==> src/hw/homing_scale_pkg.sv <==
// Purpose: constants for the homing and unit-scaling block
// Assumes: object dictionary entries reached by index and subindex
// Notes: reset values are the preset values of each entry
package homing_scale_pkg;
  // ----------------------------------------
  // object indices
  // ----------------------------------------
  localparam logic [15:0] IDX_GEAR_RATIO = 16'h6091;
  localparam logic [15:0] IDX_FEED = 16'h6092;
  localparam logic [15:0] IDX_SPEED_FACTOR = 16'h6096;
  localparam logic [15:0] IDX_ACCEL_FACTOR = 16'h6097;
  localparam logic [15:0] IDX_HOMING_METHOD = 16'h6098;
  localparam logic [15:0] IDX_HOMING_SPEEDS = 16'h6099;
  localparam logic [15:0] IDX_HOMING_RAMP = 16'h609a;
  localparam logic [15:0] IDX_JERK_FACTOR = 16'h60a2;
  localparam logic [15:0] IDX_PROFILE_JERK = 16'h60a4;
  localparam logic [15:0] IDX_RAMP_TYPE = 16'h6086;
  // ----------------------------------------
  // subindices and reset values
  // ----------------------------------------
  localparam logic [7:0] SUB_COUNT = 8'h00;
  localparam logic [7:0] SUB_FIRST = 8'h01;
  localparam logic [7:0] SUB_SECOND = 8'h02;
  localparam logic [7:0] SUB_JERK_LAST = 8'h04;
  localparam logic [7:0] PAIR_ENTRIES = 8'h02;
  localparam logic [7:0] JERK_ENTRIES = 8'h04;
  localparam logic [31:0] ONE_RESET = 32'h0000_0001;
  localparam logic [31:0] SWITCH_SPEED_RESET = 32'h0000_0032;
  localparam logic [31:0] ZERO_SPEED_RESET = 32'h0000_000a;
  localparam logic [31:0] HOMING_RAMP_RESET = 32'h0000_01f4;
  localparam logic [7:0] HOMING_METHOD_RESET = 8'h23;
  localparam logic [31:0] JERK_RESET = 32'h0000_03e8;
  localparam logic [15:0] RAMP_TRAPEZOID = 16'h0000;
  localparam logic [15:0] RAMP_JERK_LIMITED = 16'h0003;
  // ----------------------------------------
  // timing
  // ----------------------------------------
  localparam int CLK_PERIOD_PS = 8000;
  localparam int INDEX_MIN_WIDTH_PS = 31250000;
  // longest filter that still keeps every legal pulse: round down
  localparam int INDEX_FILTER_CYCLES = INDEX_MIN_WIDTH_PS / CLK_PERIOD_PS;
  // ----------------------------------------
  // homing states
  // ----------------------------------------
  typedef enum logic [4:0] {
    HOME_IDLE = 5'b00001,
    HOME_RAMP = 5'b00010,
    HOME_SWITCH = 5'b00100,
    HOME_ZERO = 5'b01000,
    HOME_DONE = 5'b10000
  } home_state_t;
endpackage

==> src/hw/homing_scale.sv <==
// Purpose: unit scaling factors and homing speed sequencer
// Assumes: object dictionary writes arrive as index/subindex strobes on mclk
// Notes: division by a scaling denominator is left to the consumer; only ratios
//   are held here, and zero denominators are never stored
//
// How it works
// - gear ratio is motor revolutions over shaft revolutions, both stored.
// - feed constant is feed over shaft revolutions, both defaulting to one.
// - speed factor pair scales user speed into internal units.
// - acceleration factor pair scales user acceleration into internal units.
// - jerk factor pair scales user jerk into internal units.
// - entry one is numerator, entry two denominator, both reset to one.
// - switch search runs at first homing speed, default 32 hex.
// - reference search runs at second, lower homing speed, default 0a hex.
// - homing ramp starts from second homing speed.
// - index pulses at least the minimum width are caught.
// - ramp only used while starting the homing motion.
// - switch reached: drop to reference speed at once.
// - end position reached: stop at once.
// - jerk limit used only with jerk-limited ramp type.
// - all four jerk values zero means no jerk limit.
// - ramp type 0 is trapezoid, 3 is jerk-limited.
// - four jerk entries, each defaulting to 3e8 hex.
`timescale 1ns/1ps
module homing_scale #(
  parameter int INDEX_FILTER = homing_scale_pkg::INDEX_FILTER_CYCLES
) (
  input wire logic mclk,
  input wire logic arst_n,
  input wire logic od_wr,
  input wire logic od_rd,
  input wire logic [15:0] od_index,
  input wire logic [7:0] od_sub,
  input wire logic [31:0] od_wdata,
  output logic [31:0] od_rdata,
  output logic od_ack,
  output logic od_err,
  input wire logic home_start,
  input wire logic ref_switch,
  input wire logic index_pulse,
  input wire logic speed_tick,
  output logic [31:0] speed_cmd,
  output logic homing_busy,
  output logic homing_done,
  output logic [31:0] speed_num,
  output logic [31:0] speed_den,
  output logic [31:0] accel_num,
  output logic [31:0] accel_den,
  output logic [31:0] jerk_num,
  output logic [31:0] jerk_den,
  output logic [31:0] gear_num,
  output logic [31:0] gear_den,
  output logic [31:0] feed_num,
  output logic [31:0] feed_den,
  output logic jerk_limit_en,
  output logic [31:0] jerk_accel_begin,
  output logic [31:0] jerk_accel_end,
  output logic [31:0] jerk_brake_begin,
  output logic [31:0] jerk_brake_end,
  output logic [7:0] homing_method
);
  // ----------------------------------------
  // object storage
  // ----------------------------------------
  logic [31:0] gear_motor_reg, gear_shaft_reg;
  logic [31:0] feed_value_reg, feed_shaft_reg;
  logic [31:0] speed_num_reg, speed_den_reg;
  logic [31:0] accel_num_reg, accel_den_reg;
  logic [31:0] jerk_num_reg, jerk_den_reg;
  logic [31:0] switch_speed_reg, zero_speed_reg, ramp_accel_reg;
  logic [7:0] method_reg;
  logic [15:0] ramp_type_reg;
  logic [31:0] jerk_reg [4];

  // write strobe for one index and subindex
  function automatic logic hit(input logic [15:0] idx, input logic [7:0] sub,
                               input logic [15:0] want_idx, input logic [7:0] want_sub);
    hit = (idx == want_idx) && (sub == want_sub);
  endfunction

  function automatic logic den_ok(input logic [31:0] v);
    den_ok = (v != 32'h0000_0000);
  endfunction

  // gear ratio entries, motor over shaft
  always_ff @(posedge mclk or negedge arst_n) begin
    if (!arst_n) begin
      gear_motor_reg <= homing_scale_pkg::ONE_RESET;
      gear_shaft_reg <= homing_scale_pkg::ONE_RESET;
    end else if (od_wr) begin
      if (hit(od_index, od_sub, homing_scale_pkg::IDX_GEAR_RATIO, homing_scale_pkg::SUB_FIRST)) begin
        gear_motor_reg <= od_wdata;
      end
      if (hit(od_index, od_sub, homing_scale_pkg::IDX_GEAR_RATIO, homing_scale_pkg::SUB_SECOND)
          && den_ok(od_wdata)) begin
        gear_shaft_reg <= od_wdata;
      end
    end
  end

  // feed entries, feed over shaft revolutions
  always_ff @(posedge mclk or negedge arst_n) begin
    if (!arst_n) begin
      feed_value_reg <= homing_scale_pkg::ONE_RESET;
      feed_shaft_reg <= homing_scale_pkg::ONE_RESET;
    end else if (od_wr) begin
      if (hit(od_index, od_sub, homing_scale_pkg::IDX_FEED, homing_scale_pkg::SUB_FIRST)) begin
        feed_value_reg <= od_wdata;
      end
      if (hit(od_index, od_sub, homing_scale_pkg::IDX_FEED, homing_scale_pkg::SUB_SECOND)
          && den_ok(od_wdata)) begin
        feed_shaft_reg <= od_wdata;
      end
    end
  end

  // conversion factor pairs, numerator then denominator
  always_ff @(posedge mclk or negedge arst_n) begin
    if (!arst_n) begin
      speed_num_reg <= homing_scale_pkg::ONE_RESET;
      speed_den_reg <= homing_scale_pkg::ONE_RESET;
      accel_num_reg <= homing_scale_pkg::ONE_RESET;
      accel_den_reg <= homing_scale_pkg::ONE_RESET;
      jerk_num_reg <= homing_scale_pkg::ONE_RESET;
      jerk_den_reg <= homing_scale_pkg::ONE_RESET;
    end else if (od_wr) begin
      if (hit(od_index, od_sub, homing_scale_pkg::IDX_SPEED_FACTOR, homing_scale_pkg::SUB_FIRST)) begin
        speed_num_reg <= od_wdata;
      end
      if (hit(od_index, od_sub, homing_scale_pkg::IDX_SPEED_FACTOR, homing_scale_pkg::SUB_SECOND)
          && den_ok(od_wdata)) begin
        speed_den_reg <= od_wdata;
      end
      if (hit(od_index, od_sub, homing_scale_pkg::IDX_ACCEL_FACTOR, homing_scale_pkg::SUB_FIRST)) begin
        accel_num_reg <= od_wdata;
      end
      if (hit(od_index, od_sub, homing_scale_pkg::IDX_ACCEL_FACTOR, homing_scale_pkg::SUB_SECOND)
          && den_ok(od_wdata)) begin
        accel_den_reg <= od_wdata;
      end
      if (hit(od_index, od_sub, homing_scale_pkg::IDX_JERK_FACTOR, homing_scale_pkg::SUB_FIRST)) begin
        jerk_num_reg <= od_wdata;
      end
      if (hit(od_index, od_sub, homing_scale_pkg::IDX_JERK_FACTOR, homing_scale_pkg::SUB_SECOND)
          && den_ok(od_wdata)) begin
        jerk_den_reg <= od_wdata;
      end
    end
  end

  // homing speeds, ramp, method and ramp type
  always_ff @(posedge mclk or negedge arst_n) begin
    if (!arst_n) begin
      switch_speed_reg <= homing_scale_pkg::SWITCH_SPEED_RESET;
      zero_speed_reg <= homing_scale_pkg::ZERO_SPEED_RESET;
      ramp_accel_reg <= homing_scale_pkg::HOMING_RAMP_RESET;
      method_reg <= homing_scale_pkg::HOMING_METHOD_RESET;
      ramp_type_reg <= homing_scale_pkg::RAMP_TRAPEZOID;
    end else if (od_wr) begin
      if (hit(od_index, od_sub, homing_scale_pkg::IDX_HOMING_SPEEDS, homing_scale_pkg::SUB_FIRST)) begin
        switch_speed_reg <= od_wdata;
      end
      if (hit(od_index, od_sub, homing_scale_pkg::IDX_HOMING_SPEEDS, homing_scale_pkg::SUB_SECOND)) begin
        zero_speed_reg <= od_wdata;
      end
      if (hit(od_index, od_sub, homing_scale_pkg::IDX_HOMING_RAMP, homing_scale_pkg::SUB_COUNT)) begin
        ramp_accel_reg <= od_wdata;
      end
      if (hit(od_index, od_sub, homing_scale_pkg::IDX_HOMING_METHOD, homing_scale_pkg::SUB_COUNT)) begin
        method_reg <= od_wdata[7:0];
      end
      if (hit(od_index, od_sub, homing_scale_pkg::IDX_RAMP_TYPE, homing_scale_pkg::SUB_COUNT)) begin
        ramp_type_reg <= od_wdata[15:0];
      end
    end
  end

  // four jerk entries at subindex 1 to 4
  always_ff @(posedge mclk or negedge arst_n) begin
    if (!arst_n) begin
      for (int i = 0; i < 4; i++) begin
        jerk_reg[i] <= homing_scale_pkg::JERK_RESET;
      end
    end else if (od_wr && od_index == homing_scale_pkg::IDX_PROFILE_JERK
                 && od_sub >= homing_scale_pkg::SUB_FIRST && od_sub <= homing_scale_pkg::SUB_JERK_LAST) begin
      jerk_reg[2'(od_sub - homing_scale_pkg::SUB_FIRST)] <= od_wdata;
    end
  end

  // ----------------------------------------
  // read and acknowledge
  // ----------------------------------------
  logic [31:0] rd_value;
  logic rd_known;

  // read mux; subindex 0 returns entry count, or the value of single entries 6098, 609a, 6086
  always_comb begin
    rd_value = 32'h0000_0000;
    rd_known = 1'b1;
    case ({od_index, od_sub})
      {homing_scale_pkg::IDX_GEAR_RATIO, homing_scale_pkg::SUB_COUNT},
      {homing_scale_pkg::IDX_FEED, homing_scale_pkg::SUB_COUNT},
      {homing_scale_pkg::IDX_SPEED_FACTOR, homing_scale_pkg::SUB_COUNT},
      {homing_scale_pkg::IDX_ACCEL_FACTOR, homing_scale_pkg::SUB_COUNT},
      {homing_scale_pkg::IDX_JERK_FACTOR, homing_scale_pkg::SUB_COUNT},
      {homing_scale_pkg::IDX_HOMING_SPEEDS, homing_scale_pkg::SUB_COUNT}: begin
        rd_value = {24'h00_0000, homing_scale_pkg::PAIR_ENTRIES};
      end
      {homing_scale_pkg::IDX_PROFILE_JERK, homing_scale_pkg::SUB_COUNT}: begin
        rd_value = {24'h00_0000, homing_scale_pkg::JERK_ENTRIES};
      end
      {homing_scale_pkg::IDX_GEAR_RATIO, homing_scale_pkg::SUB_FIRST}: rd_value = gear_motor_reg;
      {homing_scale_pkg::IDX_GEAR_RATIO, homing_scale_pkg::SUB_SECOND}: rd_value = gear_shaft_reg;
      {homing_scale_pkg::IDX_FEED, homing_scale_pkg::SUB_FIRST}: rd_value = feed_value_reg;
      {homing_scale_pkg::IDX_FEED, homing_scale_pkg::SUB_SECOND}: rd_value = feed_shaft_reg;
      {homing_scale_pkg::IDX_SPEED_FACTOR, homing_scale_pkg::SUB_FIRST}: rd_value = speed_num_reg;
      {homing_scale_pkg::IDX_SPEED_FACTOR, homing_scale_pkg::SUB_SECOND}: rd_value = speed_den_reg;
      {homing_scale_pkg::IDX_ACCEL_FACTOR, homing_scale_pkg::SUB_FIRST}: rd_value = accel_num_reg;
      {homing_scale_pkg::IDX_ACCEL_FACTOR, homing_scale_pkg::SUB_SECOND}: rd_value = accel_den_reg;
      {homing_scale_pkg::IDX_JERK_FACTOR, homing_scale_pkg::SUB_FIRST}: rd_value = jerk_num_reg;
      {homing_scale_pkg::IDX_JERK_FACTOR, homing_scale_pkg::SUB_SECOND}: rd_value = jerk_den_reg;
      {homing_scale_pkg::IDX_HOMING_SPEEDS, homing_scale_pkg::SUB_FIRST}: rd_value = switch_speed_reg;
      {homing_scale_pkg::IDX_HOMING_SPEEDS, homing_scale_pkg::SUB_SECOND}: rd_value = zero_speed_reg;
      {homing_scale_pkg::IDX_HOMING_RAMP, homing_scale_pkg::SUB_COUNT}: rd_value = ramp_accel_reg;
      {homing_scale_pkg::IDX_HOMING_METHOD, homing_scale_pkg::SUB_COUNT}: rd_value = {24'h00_0000, method_reg};
      {homing_scale_pkg::IDX_RAMP_TYPE, homing_scale_pkg::SUB_COUNT}: rd_value = {16'h0000, ramp_type_reg};
      default: begin
        if (od_index == homing_scale_pkg::IDX_PROFILE_JERK && od_sub >= homing_scale_pkg::SUB_FIRST
            && od_sub <= homing_scale_pkg::SUB_JERK_LAST) begin
          rd_value = jerk_reg[2'(od_sub - homing_scale_pkg::SUB_FIRST)];
        end else begin
          rd_known = 1'b0;
        end
      end
    endcase
  end

  // one-cycle answer; err flags unknown entry, read-only count, zero denominator
  always_ff @(posedge mclk or negedge arst_n) begin
    if (!arst_n) begin
      od_rdata <= 32'h0000_0000;
      od_ack <= 1'b0;
      od_err <= 1'b0;
    end else begin
      od_ack <= od_wr | od_rd;
      od_rdata <= od_rd ? rd_value : 32'h0000_0000;
      od_err <= (od_rd & ~rd_known)
        | (od_wr & (~rd_known | (od_sub == homing_scale_pkg::SUB_COUNT && od_index != homing_scale_pkg::IDX_HOMING_RAMP
           && od_index != homing_scale_pkg::IDX_HOMING_METHOD && od_index != homing_scale_pkg::IDX_RAMP_TYPE)
           // zero denominator refused; a zero jerk entry stays legal
           | (od_sub == homing_scale_pkg::SUB_SECOND && od_wdata == 32'h0000_0000
              && od_index != homing_scale_pkg::IDX_HOMING_SPEEDS && od_index != homing_scale_pkg::IDX_PROFILE_JERK)));
    end
  end

  // ----------------------------------------
  // pin synchronisers and index filter
  // ----------------------------------------
  logic [1:0] sw_sync_reg, idx_sync_reg;
  logic sw_prev_reg;
  logic [23:0] idx_cnt_reg;
  logic idx_seen_reg;

  // two flops per pin
  always_ff @(posedge mclk or negedge arst_n) begin
    if (!arst_n) begin
      sw_sync_reg <= 2'b00;
      idx_sync_reg <= 2'b00;
      sw_prev_reg <= 1'b0;
    end else begin
      sw_sync_reg <= {sw_sync_reg[0], ref_switch};
      idx_sync_reg <= {idx_sync_reg[0], index_pulse};
      sw_prev_reg <= sw_sync_reg[1];
    end
  end

  // index accepted once high for the filter length
  always_ff @(posedge mclk or negedge arst_n) begin
    if (!arst_n) begin
      idx_cnt_reg <= 24'h00_0000;
      idx_seen_reg <= 1'b0;
    end else if (!idx_sync_reg[1]) begin
      idx_cnt_reg <= 24'h00_0000;
      idx_seen_reg <= 1'b0;
    end else if (idx_cnt_reg < 24'(INDEX_FILTER - 1)) begin
      idx_cnt_reg <= idx_cnt_reg + 24'h00_0001;
      idx_seen_reg <= 1'b0;
    end else begin
      idx_seen_reg <= (idx_cnt_reg == 24'(INDEX_FILTER - 1));
      idx_cnt_reg <= INDEX_FILTER > 1 ? 24'(INDEX_FILTER) : 24'h00_0001;
    end
  end

  // ----------------------------------------
  // homing sequencer
  // ----------------------------------------
  homing_scale_pkg::home_state_t state_reg;
  logic sw_rise;
  assign sw_rise = sw_sync_reg[1] & ~sw_prev_reg;

  always_ff @(posedge mclk or negedge arst_n) begin
    if (!arst_n) begin
      state_reg <= homing_scale_pkg::HOME_IDLE;
      speed_cmd <= 32'h0000_0000;
    end else begin
      case (state_reg)
        homing_scale_pkg::HOME_IDLE, homing_scale_pkg::HOME_DONE: begin
          if (home_start) begin
            state_reg <= homing_scale_pkg::HOME_RAMP;
            speed_cmd <= zero_speed_reg;
          end
        end
        homing_scale_pkg::HOME_RAMP: begin
          if (sw_rise) begin
            state_reg <= homing_scale_pkg::HOME_ZERO;
            speed_cmd <= zero_speed_reg;
          end else if (speed_tick) begin
            if (speed_cmd + ramp_accel_reg >= switch_speed_reg || speed_cmd + ramp_accel_reg < speed_cmd) begin
              speed_cmd <= switch_speed_reg;
              state_reg <= homing_scale_pkg::HOME_SWITCH;
            end else begin
              speed_cmd <= speed_cmd + ramp_accel_reg;
            end
          end
        end
        homing_scale_pkg::HOME_SWITCH: begin
          // switch seen, step down without ramp
          if (sw_rise) begin
            state_reg <= homing_scale_pkg::HOME_ZERO;
            speed_cmd <= zero_speed_reg;
          end
        end
        homing_scale_pkg::HOME_ZERO: begin
          if (idx_seen_reg) begin
            state_reg <= homing_scale_pkg::HOME_DONE;
            speed_cmd <= 32'h0000_0000;
          end
        end
        default: begin
          state_reg <= homing_scale_pkg::HOME_IDLE;
          speed_cmd <= 32'h0000_0000;
        end
      endcase
    end
  end

  // ----------------------------------------
  // outputs
  // ----------------------------------------
  assign homing_busy = (state_reg != homing_scale_pkg::HOME_IDLE) && (state_reg != homing_scale_pkg::HOME_DONE);
  assign homing_done = (state_reg == homing_scale_pkg::HOME_DONE);
  assign speed_num = speed_num_reg;
  assign speed_den = speed_den_reg;
  assign accel_num = accel_num_reg;
  assign accel_den = accel_den_reg;
  assign jerk_num = jerk_num_reg;
  assign jerk_den = jerk_den_reg;
  assign gear_num = gear_motor_reg;
  assign gear_den = gear_shaft_reg;
  assign feed_num = feed_value_reg;
  assign feed_den = feed_shaft_reg;
  assign homing_method = method_reg;
  // jerk limit only for type 3 and non-zero magnitude
  assign jerk_limit_en = (ramp_type_reg == homing_scale_pkg::RAMP_JERK_LIMITED)
    && ((jerk_reg[0] | jerk_reg[1] | jerk_reg[2] | jerk_reg[3]) != 32'h0000_0000);
  assign jerk_accel_begin = jerk_limit_en ? jerk_reg[0] : 32'h0000_0000;
  assign jerk_brake_begin = jerk_limit_en ? jerk_reg[1] : 32'h0000_0000;
  assign jerk_accel_end = jerk_limit_en ? jerk_reg[2] : 32'h0000_0000;
  assign jerk_brake_end = jerk_limit_en ? jerk_reg[3] : 32'h0000_0000;
endmodule

==> config.mk <==
export PLATFORM = sky130hd
export DESIGN_NAME = homing_scale
export DESIGN_NICKNAME = d
export VERILOG_FILES = /design/src/hw/homing_scale_pkg.sv /design/src/hw/homing_scale.sv
export SDC_FILE = /design/constraint.sdc
export NUM_CORES = 1
export LEC_CHECK = 0
export ABC_AREA = 1
export BUFFER_PORTS_ARGS = -buffer_cell sky130_fd_sc_hd__buf_2
export CELL_PAD_IN_SITES_DETAIL_PLACEMENT = 0
export CELL_PAD_IN_SITES_GLOBAL_PLACEMENT = 2
export CORE_MARGIN = 4
export CORE_UTILIZATION = 35
export DETAILED_ROUTE_END_ITERATION = 8
export GPL_ROUTABILITY_DRIVEN = 0
export PLACE_DENSITY_LB_ADDON = 0.12
export SYNTH_ARGS = -nofsm -noshare
export SYNTH_HDL_FRONTEND = slang
export SYNTH_SLANG_ARGS = --single-unit
==> constraint.sdc <==
create_clock -name mclk -period 8.34 [get_ports mclk]
set_input_delay 0.417 -clock mclk [delete_from_list [all_inputs] [get_ports mclk]]
set_output_delay 0.417 -clock mclk [all_outputs]
set_load 0.02 [all_outputs]
==> out/qor.txt, run 1 <==
status - completed
Die Ht - 329 µm
maximum number of pins on one net before global-route repair - 165
Setup-failing EPs final - 0
detailed-route DRC error count - 0
Layout Cells excl Fill - 6831
cell type contributing the most total cell area after synthesis - dfrtp_1
routed length per placed instance - 25.4 µm
Initial Util - 35.3%
Crit Path Class - reg -> reg
cells after synthesis - 4900
CTS tree - built
Clock Tree Root - clkbuf_16
Worst-Margin Slew - 1.14 ns
CTS Sinks - 669
clock power share - 48.1%
Worst Path Required - 8.85 ns
routed vias - 35300
Max Root-Sink Buffers - 3
final instance area - 42700 µm²
Worst EP arrival - 5.76 ns
Final Net Count - 5567
FP Rows - 117
first-pass GRT wire length - 248000 µm
ys async rst share - 100%
worst r2r src - speed_cmd[6]$_DFFE_PN0P_
FF+latch count, synth - 669
DR vias/cell - 5.16
initial antenna violation count - 11
setup TNS - 0 ns
hold slack - 0.0463 ns
TritonCTS buffer count - 82
RSZ-0062 raised after global routing - false
combinational power share - 7.2%
switching pwr - 1.96 mW
GRT Total Usage - 31.6%
Net Sw Frac - 26.7%
Post-DRT Antenna Nets - 0
Hold Crit Start - od_wdata[6]
Synth Cell Area - 36000 µm²
flop-to-flop setup slack - 3.09 ns
H-tree levels - 3
number of global-route vias before repair - 33900
full die area - 108000 µm²
minimum clock period - 5.25 ns
final max-slew violation count - 0
Ys Warns - 0
slew margin rel. - 24.1%
dpl hpwl - 129000 µm
post-synth cell types - 48
Largest register FFs - 128
Worst Hold Endpoint - ramp_type_reg[6]$_DFFE_PN0P_
total wire length - 174000 µm
total design power - 7.33 mW
leakage - 22.4 nW
Crit Path Max Fanout - 33
WHS Path Cells - 3
Avg Inst Size Synth - 7.34 µm²
Critical Path Source Type - flop
synth top area cells - dfrtp_1 (43%), nand2_1 (18%), o21ai_0 (6.6%), inv_1 (5.4%), nor2_1 (4.2%)
drt pass-1 iters - 5
worst reg-to-reg path cell count - 20
Post-synth EDFFs - 0
commonest non-fill, non-tap cell in the layout - nand2_1
share of post-route cells with drive strength above 1 - 16.5%
PwrDens - 171 nW/µm²
final hold violation count - 0
die width - 329 µm
Seq/Total Area, Yosys - 46.7%
IO Count - 589
commonest cells after routing, fill and taps aside - nand2_1 (1716), dfrtp_1 (620), buf_2 (587)
Flop pwr share - 44.7%
max-cap violations - 0
Crit. End Element - flop
pre-CTS WS - 3.18 ns
Worst R2R End - state_reg[1]$_DFFE_PN0P_
dominant synthesized flop cell - dfrtp_1
Worst Skew - 0.0270 ns
period utilization - 62.9%
Synth top area share - 43.1%
FMAX - 191 MHz
port bufs - 588
Layout area overhead - 18.8%
Critical path origin - speed_cmd[6]$_DFFE_PN0P_
worst setup margin - 3.09 ns
Cell Area, Placed - 40100 µm²
internal power - 5.37 mW
fillcell total - 11000
core area - 102000 µm²
First DRT Iteration DRCs - 3723
Worst-Skew Late Latency - 0.66 ns
postcts setup bufs - 0
Cells after DPL - 6676
Final Core Density - 41.9%
Hold Path Class - in -> reg
Peak VDD IR - 124 µV
GRT Residual Overflow - 0
Reg clk slew, reported paths - 0.06 ns
==> cells by family after synthesis <==
logic type | share of synthesized area, %
and+or+nand+nor | 28.7
AOI/OAI and AO/OA | 11.6
buffers and inverters | 8.78
DFF | 46.7
adders and majority gates | 3.71
xor gates and xnor gates | 0.487
other | 0.0104
==> layer usage <==
layer	global-route usage, %	wire [µm]	up-vias
met2	48.1	75500	1405
met5	0	29	-
met4	9.59	6010	4
met1	44.3	76200	17100
met3	8.02	15800	219
li1	-	-	16500
==> synthesized netlist by cell type, types with 7 or more instances <==
cell,count
nor2_1,404
o21ai_1,170
dfstp_2,49
nand4_1,114
nor2_4,7
nor2_2,8
dfrtp_1,620
nor4_1,18
a22oi_1,31
o21ai_0,474
nand3_1,158
nand3_2,14
inv_1,519
xor2_1,13
a21oi_1,119
nor3_1,20
clkbuf_1,160
xnor2_1,7
nand3b_1,10
buf_4,20
ha_1,105
buf_2,65
inv_2,16
nand2_1,1717
==> power by group through the flow <==
| stage | registers (mW) | logic (mW) | clock network (mW) |
|---|---|---|---|
| floorplan | 3.33 | 0.242 | 0 |
| global placement | 3.33 | 0.525 | 0 |
| detailed placement | 3.33 | 0.522 | 0 |
| CTS | 3.28 | 0.524 | 3.59 |
| global route | 3.27 | 0.565 | 3.72 |
| finish | 3.28 | 0.526 | 3.52 |
==> how the worst max path moves through the flow <==
| stage | to | slack, ns | cells past startpoint |
|---|---|---|---|
| final | state_reg[1]$_DFFE_PN0P_ | 3.09 | 20 |
| after global routing | state_reg[3]$_DFFE_PN0P_ | 2.68 | 23 |
| after CTS | state_reg[1]$_DFFE_PN0P_ | 3.15 | 20 |
| after detailed placement | state_reg[1]$_DFFE_PN0P_ | 3.18 | 20 |
| after global placement | od_rdata[3]$_DFF_PN0_ | 3.16 | 15 |
| after floorplan | speed_cmd[26]$_DFFE_PN0P_ | 4.93 | 26 |
==> area by class of cell <==
class	instances	area [µm²]	share of cell area, %
clock buffer	119	2330	5.45
timing repair buffer	657	3530	8.27
tap	1368	1710	4.00
multi-input combinational	3451	16100	37.6
sequential	669	16800	39.3
antenna	2	5.00	0.0117
inverter	536	2010	4.71
clock inverter	29	251	0.588
==> worst max-delay path, cell delays in order (launching register included) <==
cell	delay (ns)
dfrtp_1	0.43
ha_1	0.38
nand2_1	0.15
nor2_1	0.25
nand3_1	0.11
nand2_1	0.19
nand2_1	0.08
nand2_1	0.18
xnor2_1	0.19
inv_1	0.12
ha_1	0.31
a21o_1	0.19
nor2_1	0.12
nand2_1	0.07
nor2_1	0.08
nand2_1	0.15
a21oi_4	0.81
nand2_1	0.35
buf_4	0.37
o21ai_1	0.39
o21ai_0	0.14
==> repair_timing <==
item	in CTS	in global routing
endpoints found under the setup margin	0	0
hold buffers	5	0
resized for setup	0	0
endpoints found under the hold margin	77	0
No activity file was read; power rests on OpenSTA's default activity.
==> inputs of run 2 (changes only) <==
Settings changed: CORE_UTILIZATION 35 to 32.
Clock period 8.34 ns to 5.2 ns, I/O delays scaled along.
==> out/qor.txt, run 2 (synthesized netlist as in run 1, its figures left out) <==
fillcell total - 12100
Post-CTS Resized - 0
status - completed
PwrDens - 281 nW/µm²
first-pass GRT wire length - 256000 µm
Worst EP arrival - 5.26 ns
Peak VDD IR - 250 µV
CTS tree - built
Initial Util - 32.4%
Critical Path Max Stage Delay - 0.46 ns
Largest register FFs - 128
critical path's most frequent cell - nand2_1
CTS Hold Bufs - 15
Reg clk slew, reported paths - 0.06 ns
max-cap violations - 0
total wire length - 182000 µm
Worst Path Required - 5.72 ns
slew margin rel. - 20.4%
GRT Total Usage - 30.2%
routed vias - 35400
Layout area overhead - 20.9%
period utilization - 91.3%
initial antenna violation count - 12
postcts setup bufs - 0
Max Root-Sink Buffers - 3
Cells after DPL - 6821
CTS Sinks - 669
detailed-route DRC error count - 0
setup TNS - 0 ns
Die Ht - 343 µm
FMAX - 211 MHz
minimum clock period - 4.75 ns
Critical Path Source Type - flop
full die area - 118000 µm²
routed length per placed instance - 26.0 µm
Top delay family on crit path - simple AND/OR/NAND/NOR gates
commonest non-fill, non-tap cell in the layout - nand2_1
dpl hpwl - 137000 µm
Worst-Margin Slew - 1.19 ns
drt pass-1 iters - 6
DR vias/cell - 5.06
leakage - 22.7 nW
Crit Path Max Fanout - 26
Setup-failing EPs final - 0
GRT Residual Overflow - 0
maximum number of pins on one net before global-route repair - 126
Final Net Count - 5603
worst-path cell chain - ha_1 -> nand2_1 -> nor2_1 -> nand3_1 -> nand2_1 -> nand2_1 -> nand2_1 -> xnor2_1 -> inv_1 -> ha_1 -> nand2_1 -> nor4_1 -> nand2_1 -> nand2_1 -> nand2_1 -> nand2_1 -> nand2_1 -> buf_4 -> o21ai_1 -> o21ai_0
Crit. End Element - flop
Post-DRT Antenna Nets - 0
TritonCTS buffer count - 83
final max-slew violation count - 0
Clock Tree Root - clkbuf_16
Crit Path Class - reg -> reg
H-tree levels - 3
share of post-route cells with drive strength above 1 - 17.0%
First DRT Iteration DRCs - 3346
final hold violation count - 0
RSZ-0062 raised after global routing - false
Hold Path Class - in -> reg
commonest cells after routing, fill and taps aside - nand2_1 (1716), dfrtp_1 (620), buf_2 (587)
FP Rows - 122
Worst Skew - 0.0326 ns
core area - 111000 µm²
CP Buf/Inv Count - 2
IO Count - 589
slowest stage cell, crit path - dfrtp_1
Worst-Skew Late Latency - 0.68 ns
Layout Cells excl Fill - 6993
number of global-route vias before repair - 34300
port bufs - 588
die width - 343 µm
[run 2: area by class of cell]
class,count,area (µm²),area share [%]
diodes,2,5.00,0.0115
clock buffers,131,2530,5.82
clock inverters,24,307,0.705
inverters,536,2010,4.63
multi-input cells,3451,16100,37.0
flip-flops and latches,669,16800,38.6
well taps,1488,1860,4.28
repair buffers,692,3880,8.93
[run 2: per-stage QoR]
stage / utilization (%) / setup WS, ns / total power [mW] / hold slack [ns] / area (µm²)
finish: 39.1 / 0.454 / 12.2 / 0.0800 / 43500
global route: 39.1 / 0.215 / 12.6 / 0.0537 / 43500
detailed placement: 36.4 / 0.551 / 6.22 / 0.339 / 40500
floorplan: - / 1.79 / 5.73 / -0.0356 / 36000
CTS: 39.1 / 0.525 / 12.3 / 0.00373 / 43500
global placement: 36.4 / 0.534 / 6.21 / 0.337 / 40500
[run 2: final timing paths]
path                                                from                             end  slack (ns)  cells past startpoint
worst min register to register  sw_sync_reg[0]$_DFF_PN0_        sw_sync_reg[1]$_DFF_PN0_        0.35                      0
max in group asynchronous                         arst_n        jerk_reg[66]$_DFFE_PN0P_        3.54                      3
worst max-delay path            speed_cmd[3]$_DFFE_PN0P_        state_reg[1]$_DFFE_PN0P_        0.45                     20
worst max register to register  speed_cmd[3]$_DFFE_PN0P_        state_reg[1]$_DFFE_PN0P_        0.45                     20
worst min-delay path                        od_wdata[28]  ramp_accel_reg[28]$_DFFE_PN0P_        0.08                      3
min in group asynchronous                         arst_n         gear_den[9]$_DFFE_PN0P_        0.22                      2
[run 2: worst register-to-register path: stages (launching register included)]
cell     delay [ns]
dfrtp_1        0.46
ha_1           0.40
nand2_1        0.11
nor2_1         0.28
nand3_1        0.12
nand2_1        0.26
nand2_1        0.09
nand2_1        0.18
xnor2_1        0.24
inv_1          0.12
ha_1           0.31
nand2_1        0.09
nor4_1         0.29
nand2_1        0.09
nand2_1        0.13
nand2_1        0.07
nand2_1        0.34
nand2_1        0.13
buf_4          0.27
o21ai_1        0.45
o21ai_0        0.15
[run 2: layer usage]
metal,share of wire [%],up-vias,track usage [%]
met1,46,17300,43.1
li1,-,16600,-
met3,7.6,176,6.97
met2,44,1279,46.4
met5,0.0038,-,0
met4,2.6,2,7.42
[run 2: power breakdown]
part           total, mW  leakage [nW]  switching, mW  internal [mW]
sequential          5.25          9.04         0.0182           5.24
combinational      0.876          12.3          0.716          0.160
clock               6.08          1.40           2.52           3.56
total               12.2          22.7           3.26           8.96
